<file path="config.mk">
export PLATFORM = sky130hd
export DESIGN_NAME = smic_counter
export DESIGN_NICKNAME = d
export VERILOG_FILES = /design/src/hdl/smic_pkg.sv /design/src/hdl/smic_pin_sync.sv /design/src/hdl/smic_counter.sv
export SDC_FILE = /design/constraint.sdc
export NUM_CORES = 1
export LEC_CHECK = 0
export CORE_ASPECT_RATIO = 0.9
export CORE_MARGIN = 2
export CORE_UTILIZATION = 30
export DETAILED_ROUTE_END_ITERATION = 16
export DONT_BUFFER_PORTS = 1
export SLEW_MARGIN = 20
export SYNTH_ARGS = -nofsm -noshare
export SYNTH_HDL_FRONTEND = slang
export SYNTH_HIERARCHICAL = 1
export SYNTH_SLANG_ARGS = --single-unit
</file>
<file path="constraint.sdc">
create_clock -name clock -period 3.1 [get_ports clock]
set_input_delay 0.31 -clock clock [delete_from_list [all_inputs] [get_ports clock]]
set_output_delay 0.31 -clock clock [all_outputs]
set_load 0.01 [all_outputs]
</file>
<file path="src/hdl/smic_pkg.sv">
// ***********************************************
// shared constants and types
// ***********************************************
package smic_pkg;

	// widths
	localparam int                 CNT_W     = 16;
	localparam int                 MODE_W    = 3;

	// values after reset, and the count of one
	localparam logic [CNT_W-1:0]   CNT_RST   = 16'h0000;
	localparam logic [CNT_W-1:0]   CNT_ONE   = 16'h0001;
	localparam logic               OUT_RST   = 1'h1;
	localparam logic               SYNC_RST  = 1'h0;

	// setup modes
	typedef enum logic [MODE_W-1:0] {
		SMIC_M_TERM    = 3'h0,
		SMIC_M_ONESHOT = 3'h1,
		SMIC_M_RATE    = 3'h2,
		SMIC_M_SQUARE  = 3'h3,
		SMIC_M_SW_STB  = 3'h4,
		SMIC_M_HW_STB  = 3'h5
	} smic_mode_e;

	// sequencer states
	typedef enum logic [2:0] {
		SMIC_ST_IDLE   = 3'h0,
		SMIC_ST_WAIT   = 3'h1,
		SMIC_ST_RUN    = 3'h2,
		SMIC_ST_STROBE = 3'h3,
		SMIC_ST_DONE   = 3'h4
	} smic_state_e;

endpackage

</file>
<file path="src/hdl/smic_pin_sync.sv">
`timescale 1ns/1ps
// ***********************************************
// two-stage pin synchroniser with rise detect
// ***********************************************
module smic_pin_sync
	import smic_pkg::*;
(
	// clock and reset
	input  wire logic clock,
	input  wire logic sys_rst,
	// pin side
	input  wire logic pin_in,
	// synchronised side
	output logic      level,
	output logic      rise
);

	logic meta_ff;
	logic sync_ff;
	logic prev_ff;

	always_ff @(posedge clock) begin
		if (sys_rst) begin
			meta_ff <= SYNC_RST;
			sync_ff <= SYNC_RST;
			prev_ff <= SYNC_RST;
		end else begin
			meta_ff <= pin_in;
			sync_ff <= meta_ff;
			prev_ff <= sync_ff;
		end
	end

	assign level = sync_ff;
	assign rise  = sync_ff & ~prev_ff;

endmodule

</file>
<file path="src/hdl/smic_counter.sv">
// Overview of operation
// - mode 0 drives output low on mode write; counts only while gate high.
// - mode 0 raises output at terminal count; holds high until new mode or new count write.
// - mode 1 drives output low on count after gate rise; high at terminal count.
// - mode 2 pulses output low one counter clock period when count expires.
// - mode 2 loaded count sets periods between successive low pulses.
// - mode 3 square wave, half count high, half count low, repeating.
// - mode 4 output starts high; counts only while gate high.
// - mode 4 terminal count drives output low one clock pulse, then high.
// - mode 5 as mode 4 but gate rising edge triggers counting.
`timescale 1ns/1ps
module smic_counter
	import smic_pkg::*;
(
	// clock and reset
	input  wire logic             clock,
	input  wire logic             sys_rst,
	// setup from software
	input  wire logic             mode_wr,
	input  wire logic [MODE_W-1:0] mode_val,
	input  wire logic             count_wr,
	input  wire logic [CNT_W-1:0] count_val,
	// counter pins
	input  wire logic             cnt_clk_pin,
	input  wire logic             gate_pin,
	output logic                  counter_out,
	// status
	output logic                  terminal_count_reached,
	output logic [CNT_W-1:0]      count_now,
	output logic                  counting
);

	// ***********************************************
	// helpers
	// ***********************************************
	function automatic logic edge_mode(input smic_mode_e m);
		edge_mode = (m == SMIC_M_ONESHOT) || (m == SMIC_M_HW_STB);
	endfunction

	function automatic logic [CNT_W-1:0] hi_len(input logic [CNT_W-1:0] n);
		hi_len = n - (n >> 1);
	endfunction

	function automatic logic [CNT_W-1:0] lo_len(input logic [CNT_W-1:0] n);
		lo_len = ((n >> 1) == CNT_RST) ? CNT_ONE : (n >> 1);
	endfunction

	// ***********************************************
	// registers
	// ***********************************************
	smic_mode_e       mode_ff;
	smic_mode_e       nxt_mode;
	smic_state_e      state_ff;
	smic_state_e      nxt_state;
	logic [CNT_W-1:0] cnt_ff;
	logic [CNT_W-1:0] nxt_cnt;
	logic [CNT_W-1:0] reload_ff;
	logic [CNT_W-1:0] nxt_reload;
	logic             out_ff;
	logic             nxt_out;
	logic             tc_ff;
	logic             nxt_tc;
	logic             run_ff;
	logic             nxt_run;

	// ***********************************************
	// pin synchronisers
	// ***********************************************
	logic src_level;
	logic src_tick;
	logic gate_level;
	logic gate_rise;

	smic_pin_sync u_src_sync (
		.clock   (clock),
		.sys_rst (sys_rst),
		.pin_in  (cnt_clk_pin),
		.level   (src_level),
		.rise    (src_tick)
	);

	smic_pin_sync u_gate_sync (
		.clock   (clock),
		.sys_rst (sys_rst),
		.pin_in  (gate_pin),
		.level   (gate_level),
		.rise    (gate_rise)
	);

	// ***********************************************
	// decode
	// ***********************************************
	wire              mode_ok    = (mode_val <= MODE_W'(SMIC_M_HW_STB));
	wire              take_mode  = mode_wr & mode_ok;
	wire              take_count = count_wr & ~take_mode;
	wire smic_mode_e  new_mode   = smic_mode_e'(mode_val);
	wire              level_en   = ~edge_mode(mode_ff) & gate_level;
	wire              tick_en    = src_tick & (edge_mode(mode_ff) | level_en);
	wire              at_end     = (cnt_ff == CNT_ONE);
	wire [CNT_W-1:0]  cnt_dec    = cnt_ff - CNT_ONE;
	wire              trig       = gate_rise & edge_mode(mode_ff) &
	                               (state_ff != SMIC_ST_IDLE);

	// ***********************************************
	// next state
	// ***********************************************
	always_comb begin
		nxt_mode   = mode_ff;
		nxt_state  = state_ff;
		nxt_cnt    = cnt_ff;
		nxt_reload = reload_ff;
		nxt_out    = out_ff;
		nxt_tc     = 1'b0;
		if (take_mode) begin
			nxt_mode  = new_mode;
			nxt_state = SMIC_ST_IDLE;
			nxt_out   = (new_mode != SMIC_M_TERM);
		end else if (take_count) begin
			nxt_reload = count_val;
			if (edge_mode(mode_ff)) begin
				nxt_state = SMIC_ST_WAIT;
				nxt_out   = 1'b1;
			end else begin
				nxt_state = SMIC_ST_RUN;
				nxt_cnt   = (mode_ff == SMIC_M_SQUARE) ? hi_len(count_val) : count_val;
				nxt_out   = (mode_ff != SMIC_M_TERM);
			end
		end else if (trig) begin
			nxt_state = SMIC_ST_RUN;
			nxt_cnt   = reload_ff;
		end else if (tick_en) begin
			case (state_ff)
				SMIC_ST_RUN: begin
					case (mode_ff)
						SMIC_M_TERM: begin
							nxt_cnt = cnt_dec;
							if (at_end) begin
								nxt_out   = 1'b1;
								nxt_tc    = 1'b1;
								nxt_state = SMIC_ST_DONE;
							end
						end
						SMIC_M_ONESHOT: begin
							nxt_cnt = cnt_dec;
							nxt_out = 1'b0;
							if (at_end) begin
								nxt_out   = 1'b1;
								nxt_tc    = 1'b1;
								nxt_state = SMIC_ST_DONE;
							end
						end
						SMIC_M_RATE: begin
							if (at_end) begin
								nxt_out = 1'b0;
								nxt_tc  = 1'b1;
								nxt_cnt = reload_ff;
							end else begin
								nxt_out = 1'b1;
								nxt_cnt = cnt_dec;
							end
						end
						SMIC_M_SQUARE: begin
							if (at_end) begin
								nxt_out = ~out_ff;
								nxt_tc  = ~out_ff;
								nxt_cnt = out_ff ? lo_len(reload_ff) : hi_len(reload_ff);
							end else begin
								nxt_cnt = cnt_dec;
							end
						end
						default: begin
							nxt_cnt = cnt_dec;
							if (at_end) begin
								nxt_out   = 1'b0;
								nxt_tc    = 1'b1;
								nxt_state = SMIC_ST_STROBE;
							end
						end
					endcase
				end
				SMIC_ST_STROBE: begin
					nxt_out   = 1'b1;
					nxt_state = SMIC_ST_DONE;
				end
				default: begin
					nxt_state = state_ff;
				end
			endcase
		end
	end

	assign nxt_run = (nxt_state == SMIC_ST_RUN) | (nxt_state == SMIC_ST_STROBE);

	// ***********************************************
	// state flops
	// ***********************************************
	always_ff @(posedge clock) begin
		if (sys_rst) begin
			mode_ff   <= SMIC_M_TERM;
			state_ff  <= SMIC_ST_IDLE;
			cnt_ff    <= CNT_RST;
			reload_ff <= CNT_RST;
		end else begin
			mode_ff   <= nxt_mode;
			state_ff  <= nxt_state;
			cnt_ff    <= nxt_cnt;
			reload_ff <= nxt_reload;
		end
	end

	always_ff @(posedge clock) begin
		if (sys_rst) begin
			out_ff <= OUT_RST;
			tc_ff  <= 1'b0;
			run_ff <= 1'b0;
		end else begin
			out_ff <= nxt_out;
			tc_ff  <= nxt_tc;
			run_ff <= nxt_run;
		end
	end

	// ***********************************************
	// outputs
	// ***********************************************
	assign counter_out            = out_ff;
	assign terminal_count_reached = tc_ff;
	assign count_now              = cnt_ff;
	assign counting               = run_ff;

endmodule

</file>
Word-level counts from Yosys, hierarchy flattened
Index checks and enable logic that the tools add are counted.
{ "classes": {"bitwise": 17, "n_lt_le_gt_ge": 1, "n_addsub": 3, "n_eq_ne": 14, "reduce_logical": 16, "mux": 34} }
{ "ops": {"columns": ["operator", "count"], "rows": [
  ["$mux 16", 9],
  ["$pmux 16 s2", 1],
  ["$sub 16x15->16", 2],
  ["$eq 3x2->1 const B", 6],
  ["$mux 3", 6],
  ["$reduce_bool 3->1", 6],
  ["$eq 16x1->1 const B", 1],
  ["$logic_not 16->1", 1],
  ["$sub 16x1->16 const B", 1],
  ["$mux 15", 1],
  ["$mux 1", 12],
  ["$pmux 3 s2", 2],
  ["$ne 5x5->1 const B", 2],
  ["$and 1x1->1", 8],
  ["$not 1->1", 7],
  ["$ne 6x5->1 const B", 1],
  ["$reduce_and 6->1", 1],
  ["$reduce_or 6->1", 1],
  ["$pmux 1 s4", 1],
  ["$reduce_and 4->1", 1],
  ["$reduce_bool 4->1", 1],
  ["$reduce_or 2->1", 2],
  ["$eq 3x1->1 const B", 1],
  ["$eq 3x3->1 const B", 1],
  ["9 further kinds", 10]
]} }
{ "word_totals": {"regBits": 47} }

Longest topological paths before layout
Gate-level depths: netlist of the first run.
{ "logic_depth": {"ltp_word": 12, "ltp_mapped": 12, "depth_no_buf": 12} }

Cells and area by module
The synthesis of the first run kept the hierarchy.
{ "by_module_without_submodules": {"columns": ["module", "area_per_inst_um2", "instances", "cells_per_inst"], "rows": [
  ["smic_counter", 4276.6, 1, 591],
  ["smic_pin_sync", 87.6, 2, 7]
]} }

Least setup slack after synthesis of the first run
OpenSTA, ideal clock, no wires.
{ "synth_path": {"path_kind": "reg-to-reg", "from": "register reload_ff[7]", "to": "register cnt_ff[15] (netlist: count_now[15])", "required_time_ps": 2969, "path_stages_with_launch": 12, "synth_period_minus_slack_ps": 2896, "arrival_ps": 2764, "path_slack_ps": 204, "path_cell_list": "dfxtp_1 -> inv_1 -> ha_1 -> or3b_1 -> o221a_2 -> o21ai_0 -> a41oi_1 -> a221oi_1 -> a31oi_1 -> xnor2_1 -> a2111oi_1 -> nor3_2"} }
{ "synth_via": {"elab_chain_cells": 8} }
{ "synth_lines": {"columns": ["element", "line_no", "source"], "rows": [
  ["start: declaration", "smic_counter.sv:57", "logic [CNT_W-1:0] reload_ff;"],
  ["start signal: assignment", "smic_counter.sv:207", "reload_ff <= nxt_reload;"],
  ["$sub 16x15->16", "smic_counter.sv:41", "hi_len = n - (n >> 1);"],
  ["$mux 16", "smic_counter.sv:166", "nxt_cnt = out_ff ? lo_len(reload_ff) : hi_len(reload_ff);"],
  ["$mux 16", "smic_counter.sv:163", "if (at_end) begin"],
  ["$pmux 16 s2", "smic_counter.sv:134", "case (mode_ff)"],
  ["$mux 16", "smic_counter.sv:132", "case (state_ff)"],
  ["$mux 16", "smic_counter.sv:131", "end else if (tick_en) begin"],
  ["$mux 16", "smic_counter.sv:128", "end else if (trig) begin"],
  ["$mux 16", "smic_counter.sv:118", "end else if (take_count) begin"],
  ["end signal: assignment", "smic_counter.sv:206", "cnt_ff <= nxt_cnt;"],
  ["end: declaration", "smic_counter.sv:55", "logic [CNT_W-1:0] cnt_ff;"]
]} }
No other way between the ends. The select of a mux whose other input is x is not followed.
A chain may end at the register's enable or synchronous reset.

Worst setup path in the final report of the first run
{ "layout_path": {"from": "register reload_ff[6]", "to": "register cnt_ff[15] (netlist: count_now[15])"} }
Same word-level chain as after synthesis.

==> flow_summary.toml, run 1 <==
[cells_and_area]
area_delta_synth_final_pct = 13.5
num-nets-final = 688
fillerInstances = 1649
diodes = 0
drive_above_1_share_pct = 10.4

[power]
p_leak_uw = 0.00202
p_per_area_nw_per_um2 = 417
p_sw_share_pct = 35.2
cell_internal_pwr_uw = 1370
p_comb_share_pct = 36.5
p_seq_share_pct = 33.2
pwr-share-clk_pct = 30.3
p_sw_uw = 741
ir_worst_vdd_v = 0.000257

[sta]
setup_violations = 0
finalClockSkew_ns = 0.0108
report.final.slew_viol_count = 0
worst_pin_slew_ns = 1.01
hold_viol_final = 0
fmax_mhz = 340
post-route-period-util_pct = 94.7
timing.hold.ws_ns = 0.0739
fin_crit_ns = 2.94
finalSetupTns_ns = 0
rsz0062_at_grt = "false"
relSlewSlack_pct = 32.4

[critical_path]
arrival_ns = 3.11
r2r_cells = 11
worst_path_largest_cell_delay_ns = 0.39
cp_max_fo = 5
rrSetupSlack_ns = 0.16
r2r-start = "reload_ff[6]"
path_delay_family = "compound AO/OA/AOI/OAI gates"
crit_buf_inv = 1
end_kind = "register"
crit_type = "register to register"
startpoint_type = "register"
cpMaxStageDelayCell = "a2111oi_2"
worstPathRequired_ns = 3.27
cp_cell_sequence = "inv_1 > ha_1 > or3b_1 > o221a_2 > o21ai_0 > a41oi_1 > a221oi_2 > a31oi_1 > xnor2_1 > a2111oi_2 > nor3_2"
rr_endpoint = "count_now[15]"
critPathLaunch = "reload_ff[6]"

[synthesis]
ys_ff_latch = 47
async_flop_share_pct = 0
avgSynthCellArea_um2 = 7.36
ys_top_cells_by_area = "dfxtp_1, ha_1, nand2_1"
synth_top_area_share_pct = 21.1
netlist_instances = 605
ys.flop_type = "dfxtp_1"
synth_cell_types = 73
synth_fp_nets = 671
synth_top_cell_by_area = "dfxtp_1"
ys_warn_count = 6
yosysSeqAreaShare_pct = 21.1
synthesis.area_um2 = 4450
synth_edf_count = 0

[clock_network]
cts_made_buffers = 5
cts.sinks = 47
cts_root_buf = "clkbuf_16"
tritoncts = "done"
clk_path_buf_depth = 2
postCtsHoldBufs = 0
cts_max_level = 2
insertion_delay_ns = 0.30
clk_pin_slew_ns = 0.07

[placed_design]
place_congestion = 0.936
dp_hpwl_um = 10700
io_buffer_count = 0

[global_route]
grt_remaining_overflow = 0
antenna_found_initial = 0
grt_max_degree = 45
grt_pass1_vias = 4121
grt.total_usage_pct = 17.4
grt_pass1_wl_um = 22200

[min_path]
min_to = "u_src_sync/prev_ff"
worstHoldStart = "sys_rst"
hold_depth = 1
hold_path_class = "input port to register"

[route]
wl_um = 13900
drc = 0
vias = 4431
drt-vias-per-instance = 5.40
drtIter0Drc = 292
wire_per_inst_um = 16.9
drtAntennaViolNets = 0
drt-pass1-iter-count = 5

[floorplanning]
die_w_um = 132
ioPinCount = 44
floorplan.initialDensity_pct = 30.5
fp.dieArea_um2 = 15800
std_cell_rows = 42
coreArea_um2 = 14600
fp.dieH_um = 120

[run]
drv_cap = 0

[status]
status = "finished clean"
timing repair:
action,in CTS,in global routing
setup endpoints to repair,0,1
hold endpoints to repair,0,0
setup buffers,0,0
resized for setup,0,3
through the flow:
stage	area (um2)	instances	power [uW]	worst slack (ns)	utilization [%]
floorplan	4450	605	1270	0.204	-
global placement	4870	813	1460	0.138	33.3
detailed placement	4870	813	1470	0.0376	33.3
CTS	5040	821	2100	0.0169	34.5
global route	5050	821	2230	0.00229	34.6
finish	5050	821	2110	0.163	34.6
cell usage in the layout (no fill, tap or decap), types with 3 or more instances in the layout:
cell type	Yosys	routed
nand3_1	15	15
xor2_1	11	11
o221ai_1	4	4
nor2_1	53	53
inv_1	45	45
buf_4	0	36
o21ai_0	27	27
dfxtp_1	47	46
o21bai_1	3	3
o31ai_1	6	6
nand4_1	4	4
clkbuf_16	0	5
mux2i_1	6	6
a2111oi_0	4	4
xnor2_1	23	23
a31oi_1	10	10
and2_1	5	5
ha_1	39	39
a21oi_1	52	52
o211ai_1	12	12
a211oi_1	4	4
nor3_1	16	16
a22oi_1	4	4
a21o_1	6	6
nor2b_2	2	3
nor2b_1	13	12
a311oi_1	5	5
or3_1	4	4
and3_1	6	6
a41o_1	3	3
nor4_1	8	8
nand2_1	77	77
o21a_1	4	4
nand2b_1	9	9
per-layer routing:
| metal | part of all wire, % | vias to the layer above | track usage, % |
|---|---|---|---|
| met2 | 47 | 153 | 28.5 |
| met5 | 0 | - | 0 |
| met3 | 6.1 | 13 | 2.66 |
| met4 | 1.3 | 0 | 3.76 |
| li1 | - | 2207 | - |
| met1 | 46 | 2058 | 24.2 |
Yosys cell counts, drive strengths merged (5+ instances only):
| library cell | number |
|---|---|
| a21o | 6 |
| nor4 | 9 |
| nand2 | 80 |
| and2 | 5 |
| xor2 | 11 |
| dfxtp | 47 |
| a31oi | 10 |
| o21ai | 29 |
| buf | 7 |
| ha | 39 |
| and3 | 6 |
| o31ai | 6 |
| a2111oi | 5 |
| mux2i | 6 |
| o211ai | 12 |
| a21oi | 52 |
| nor3 | 18 |
| xnor2 | 23 |
| inv | 45 |
| clkbuf | 19 |
| nor2b | 15 |
| a311oi | 6 |
| nand2b | 9 |
| nor2 | 53 |
| nand3 | 15 |
kinds of logic after synthesis:
logic type,count (synthesis),synth area share (%)
fa+ha+maj,41,11.9
xor+xnor,34,6.69
flops,47,21.1
buf+inv,71,6.07
mux,7,1.60
compound gates,175,27.1
simple gates,230,25.5
power groups by stage:
stage	Clock [uW]	Sequential [uW]	Combinational (uW)
after floorplan	0	699	571
after global placement	0	712	753
after detailed placement	0	712	755
after CTS	642	698	759
after global routing	674	705	853
final	638	699	770
registers in the layout, summed over array words and instances (netlist names), 3 cells and up:
register,flops
count_now,16
reload_ff,16
state_ff,3
mode_ff,3
worst max-delay path by stage:
stage | to | slack, ns | cells after the start
detailed placement | count_now[15] | 0.04 | 11
finish | count_now[15] | 0.16 | 11
global route | count_now[15] | 0.002 | 11
global placement | count_now[15] | 0.14 | 11
floorplan | count_now[15] | 0.20 | 11
CTS | count_now[15] | 0.02 | 11
cell type report:
cell class | instances | area [um2] | area share (%)
Sequential cell | 47 | 942 | 18.6
Multi-Input combinational cell | 487 | 3250 | 64.4
Clock buffer | 5 | 125 | 2.48
Timing Repair Buffer | 36 | 270 | 5.35
Inverter | 45 | 169 | 3.34
Clock inverter | 3 | 46.3 | 0.916
Tap cell | 198 | 248 | 4.90
(Power assumes the default switching activity.)
==> run 2, diff against run 1 <==
==> constraint.sdc (replaced) <==
create_clock -name clock -period 3.55 [get_ports clock]
set_input_delay 0.355 -clock clock [delete_from_list [all_inputs] [get_ports clock]]
set_output_delay 0.355 -clock clock [all_outputs]
set_load 0.01 [all_outputs]
==> flow_summary.toml, run 2 (synthesis results as in run 1) <==
[clock_network]
cts_made_buffers = 5
tritoncts = "done"
postCtsHoldBufs = 0
insertion_delay_ns = 0.29
clk_path_buf_depth = 2
cts_root_buf = "clkbuf_16"
cts_resized = 0
cts_max_level = 2
clk_pin_slew_ns = 0.07
cts.sinks = 47
cts_setup_buffers = 0

[cells_and_area]
diodes = 0
fillerInstances = 1605
area_delta_synth_final_pct = 9.39
num-nets-final = 665
post_layout_nonfiller_instances = 798
drive_above_1_share_pct = 6.50
final_common_cell = "nand2_1"
final_cell_mix = "nand2_1, nor2_1, a21oi_1"

[route]
vias = 4374
drt-pass1-iter-count = 5
drc = 0
drtAntennaViolNets = 0
wl_met1_um = 6110
met2WireLength_um = 6430
wl_met3_um = 718
drt-vias-per-instance = 5.48
highest_layer = "met4"
drtIter0Drc = 333
wl_um = 13600
wire_per_inst_um = 17.0

[critical_path]
crit_buf_inv = 1
cp_cell_sequence = "inv_1 > ha_1 > or3b_1 > o221a_2 > o21ai_0 > a41oi_1 > a221oi_1 > a31oi_1 > xnor2_1 > a2111oi_1 > nor3_2"
path_delay_family = "compound AO/OA/AOI/OAI gates"
startpoint_type = "register"
worst_path_largest_cell_delay_ns = 0.48
end_kind = "register"
rr_endpoint = "count_now[15]"
cp_max_fo = 4
r2r-start = "reload_ff[7]"
rrSetupSlack_ns = 0.28
worstPathRequired_ns = 3.72
arrival_ns = 3.44
crit_type = "register to register"
r2r_cells = 11
cpMaxStageDelayCell = "a2111oi_1"

[sta]
finalClockSkew_ns = 0.00806
hold_viol_final = 0
post-route-period-util_pct = 92.1
finalSetupTns_ns = 0
fin_crit_ns = 3.27
rsz0062_at_grt = "false"
worst_pin_slew_ns = 1.01
fmax_mhz = 306
report.final.slew_viol_count = 0
setup_violations = 0
relSlewSlack_pct = 32.8

[min_path]
hold_depth = 1
worstHoldStart = "sys_rst"
min_to = "u_src_sync/prev_ff"
hold_path_class = "input port to register"

[global_route]
antenna_found_initial = 0
grt_max_degree = 45
grt.total_usage_pct = 17.2
grt_pass1_vias = 4219
grt_pass1_wl_um = 22000
grt_remaining_overflow = 0

[floorplanning]
ioPinCount = 44
die_w_um = 132
fp.dieArea_um2 = 15800
coreArea_um2 = 14600
floorplan.initialDensity_pct = 30.5
fp.dieH_um = 120
std_cell_rows = 42

[placed_design]
place_congestion = 0.895
dp_hpwl_um = 10300
io_buffer_count = 0
dpl.cell_count = 790

[status]
status = "finished clean"

[power]
ir_worst_vdd_v = 0.000180
p_per_area_nw_per_um2 = 372
p_leak_uw = 0.00190

[run]
drv_cap = 0
==> run 2: cell types whose count changed in the layout (fill, tap and decap cells not counted) <==
cell	delta
a2111oi_1	+1
a2111oi_2	-1
a221oi_1	+1
a221oi_2	-1
buf_4	-23
dfxtp_1	+1
dfxtp_2	-1
==> run 2: worst max-delay path by stage <==
stage            startpoint       endpoint  slack (ns)  cells after the start
2_1_floorplan  reload_ff[7]  count_now[15]        0.65                     11
4_1_cts        reload_ff[7]  count_now[15]        0.34                     11
5_1_grt        reload_ff[7]  count_now[15]        0.06                     11
6_report       reload_ff[7]  count_now[15]        0.28                     11
3_3_place_gp   reload_ff[5]  count_now[15]        0.45                     11
3_5_place_dp   reload_ff[7]  count_now[15]        0.35                     11
==> run 2: layout make-up <==
type / instances / area, um2 / area share, %
clock buffer: 5 / 125 / 2.57
clock inverter: 3 / 46.3 / 0.951
tap: 198 / 248 / 5.09
multi-input combinational: 487 / 3240 / 66.6
timing repair buffer: 13 / 97.6 / 2.00
sequential: 47 / 941 / 19.3
inverter: 45 / 169 / 3.47
==> run 2: worst register-to-register path, delay by kind of cell, from the launching register on <==
family | cells | cell delay (ns)
DFF | 1 | 0.40
AOI/OAI and AO/OA | 6 | 1.66
xor gates and xnor gates | 1 | 0.14
buffers and inverters | 1 | 0.10
adders and majority gates | 1 | 0.35
and+or+nand+nor | 2 | 0.49
==> run 2: routing by layer <==
layer,vias to the layer above,global-route usage [%]
li1,2171,-
met1,2044,22.7
met2,133,28.9
met3,26,2.28
met4,0,5.78
met5,-,0
==> run 2: where the power goes <==
| group | internal, uW | total [uW] | switching (uW) |
|---|---|---|---|
| Clock | 335 | 560 | 225 |
| Combinational | 274 | 635 | 361 |
| Sequential | 559 | 617 | 58.2 |
==> run 2: stage by stage <==
| step | power (uW) | hold slack (ns) | utilization [%] | worst slack [ns] | instance area (um2) |
|---|---|---|---|---|---|
| after floorplan | 1110 | 0.414 | - | 0.654 | 4450 |
| after global placement | 1250 | 0.428 | 32.2 | 0.445 | 4700 |
| after detailed placement | 1250 | 0.421 | 32.2 | 0.351 | 4700 |
| after CTS | 1810 | 0.122 | 33.3 | 0.337 | 4870 |
| after global routing | 1910 | 0.119 | 33.3 | 0.0581 | 4870 |
| final | 1810 | 0.124 | 33.3 | 0.282 | 4870 |
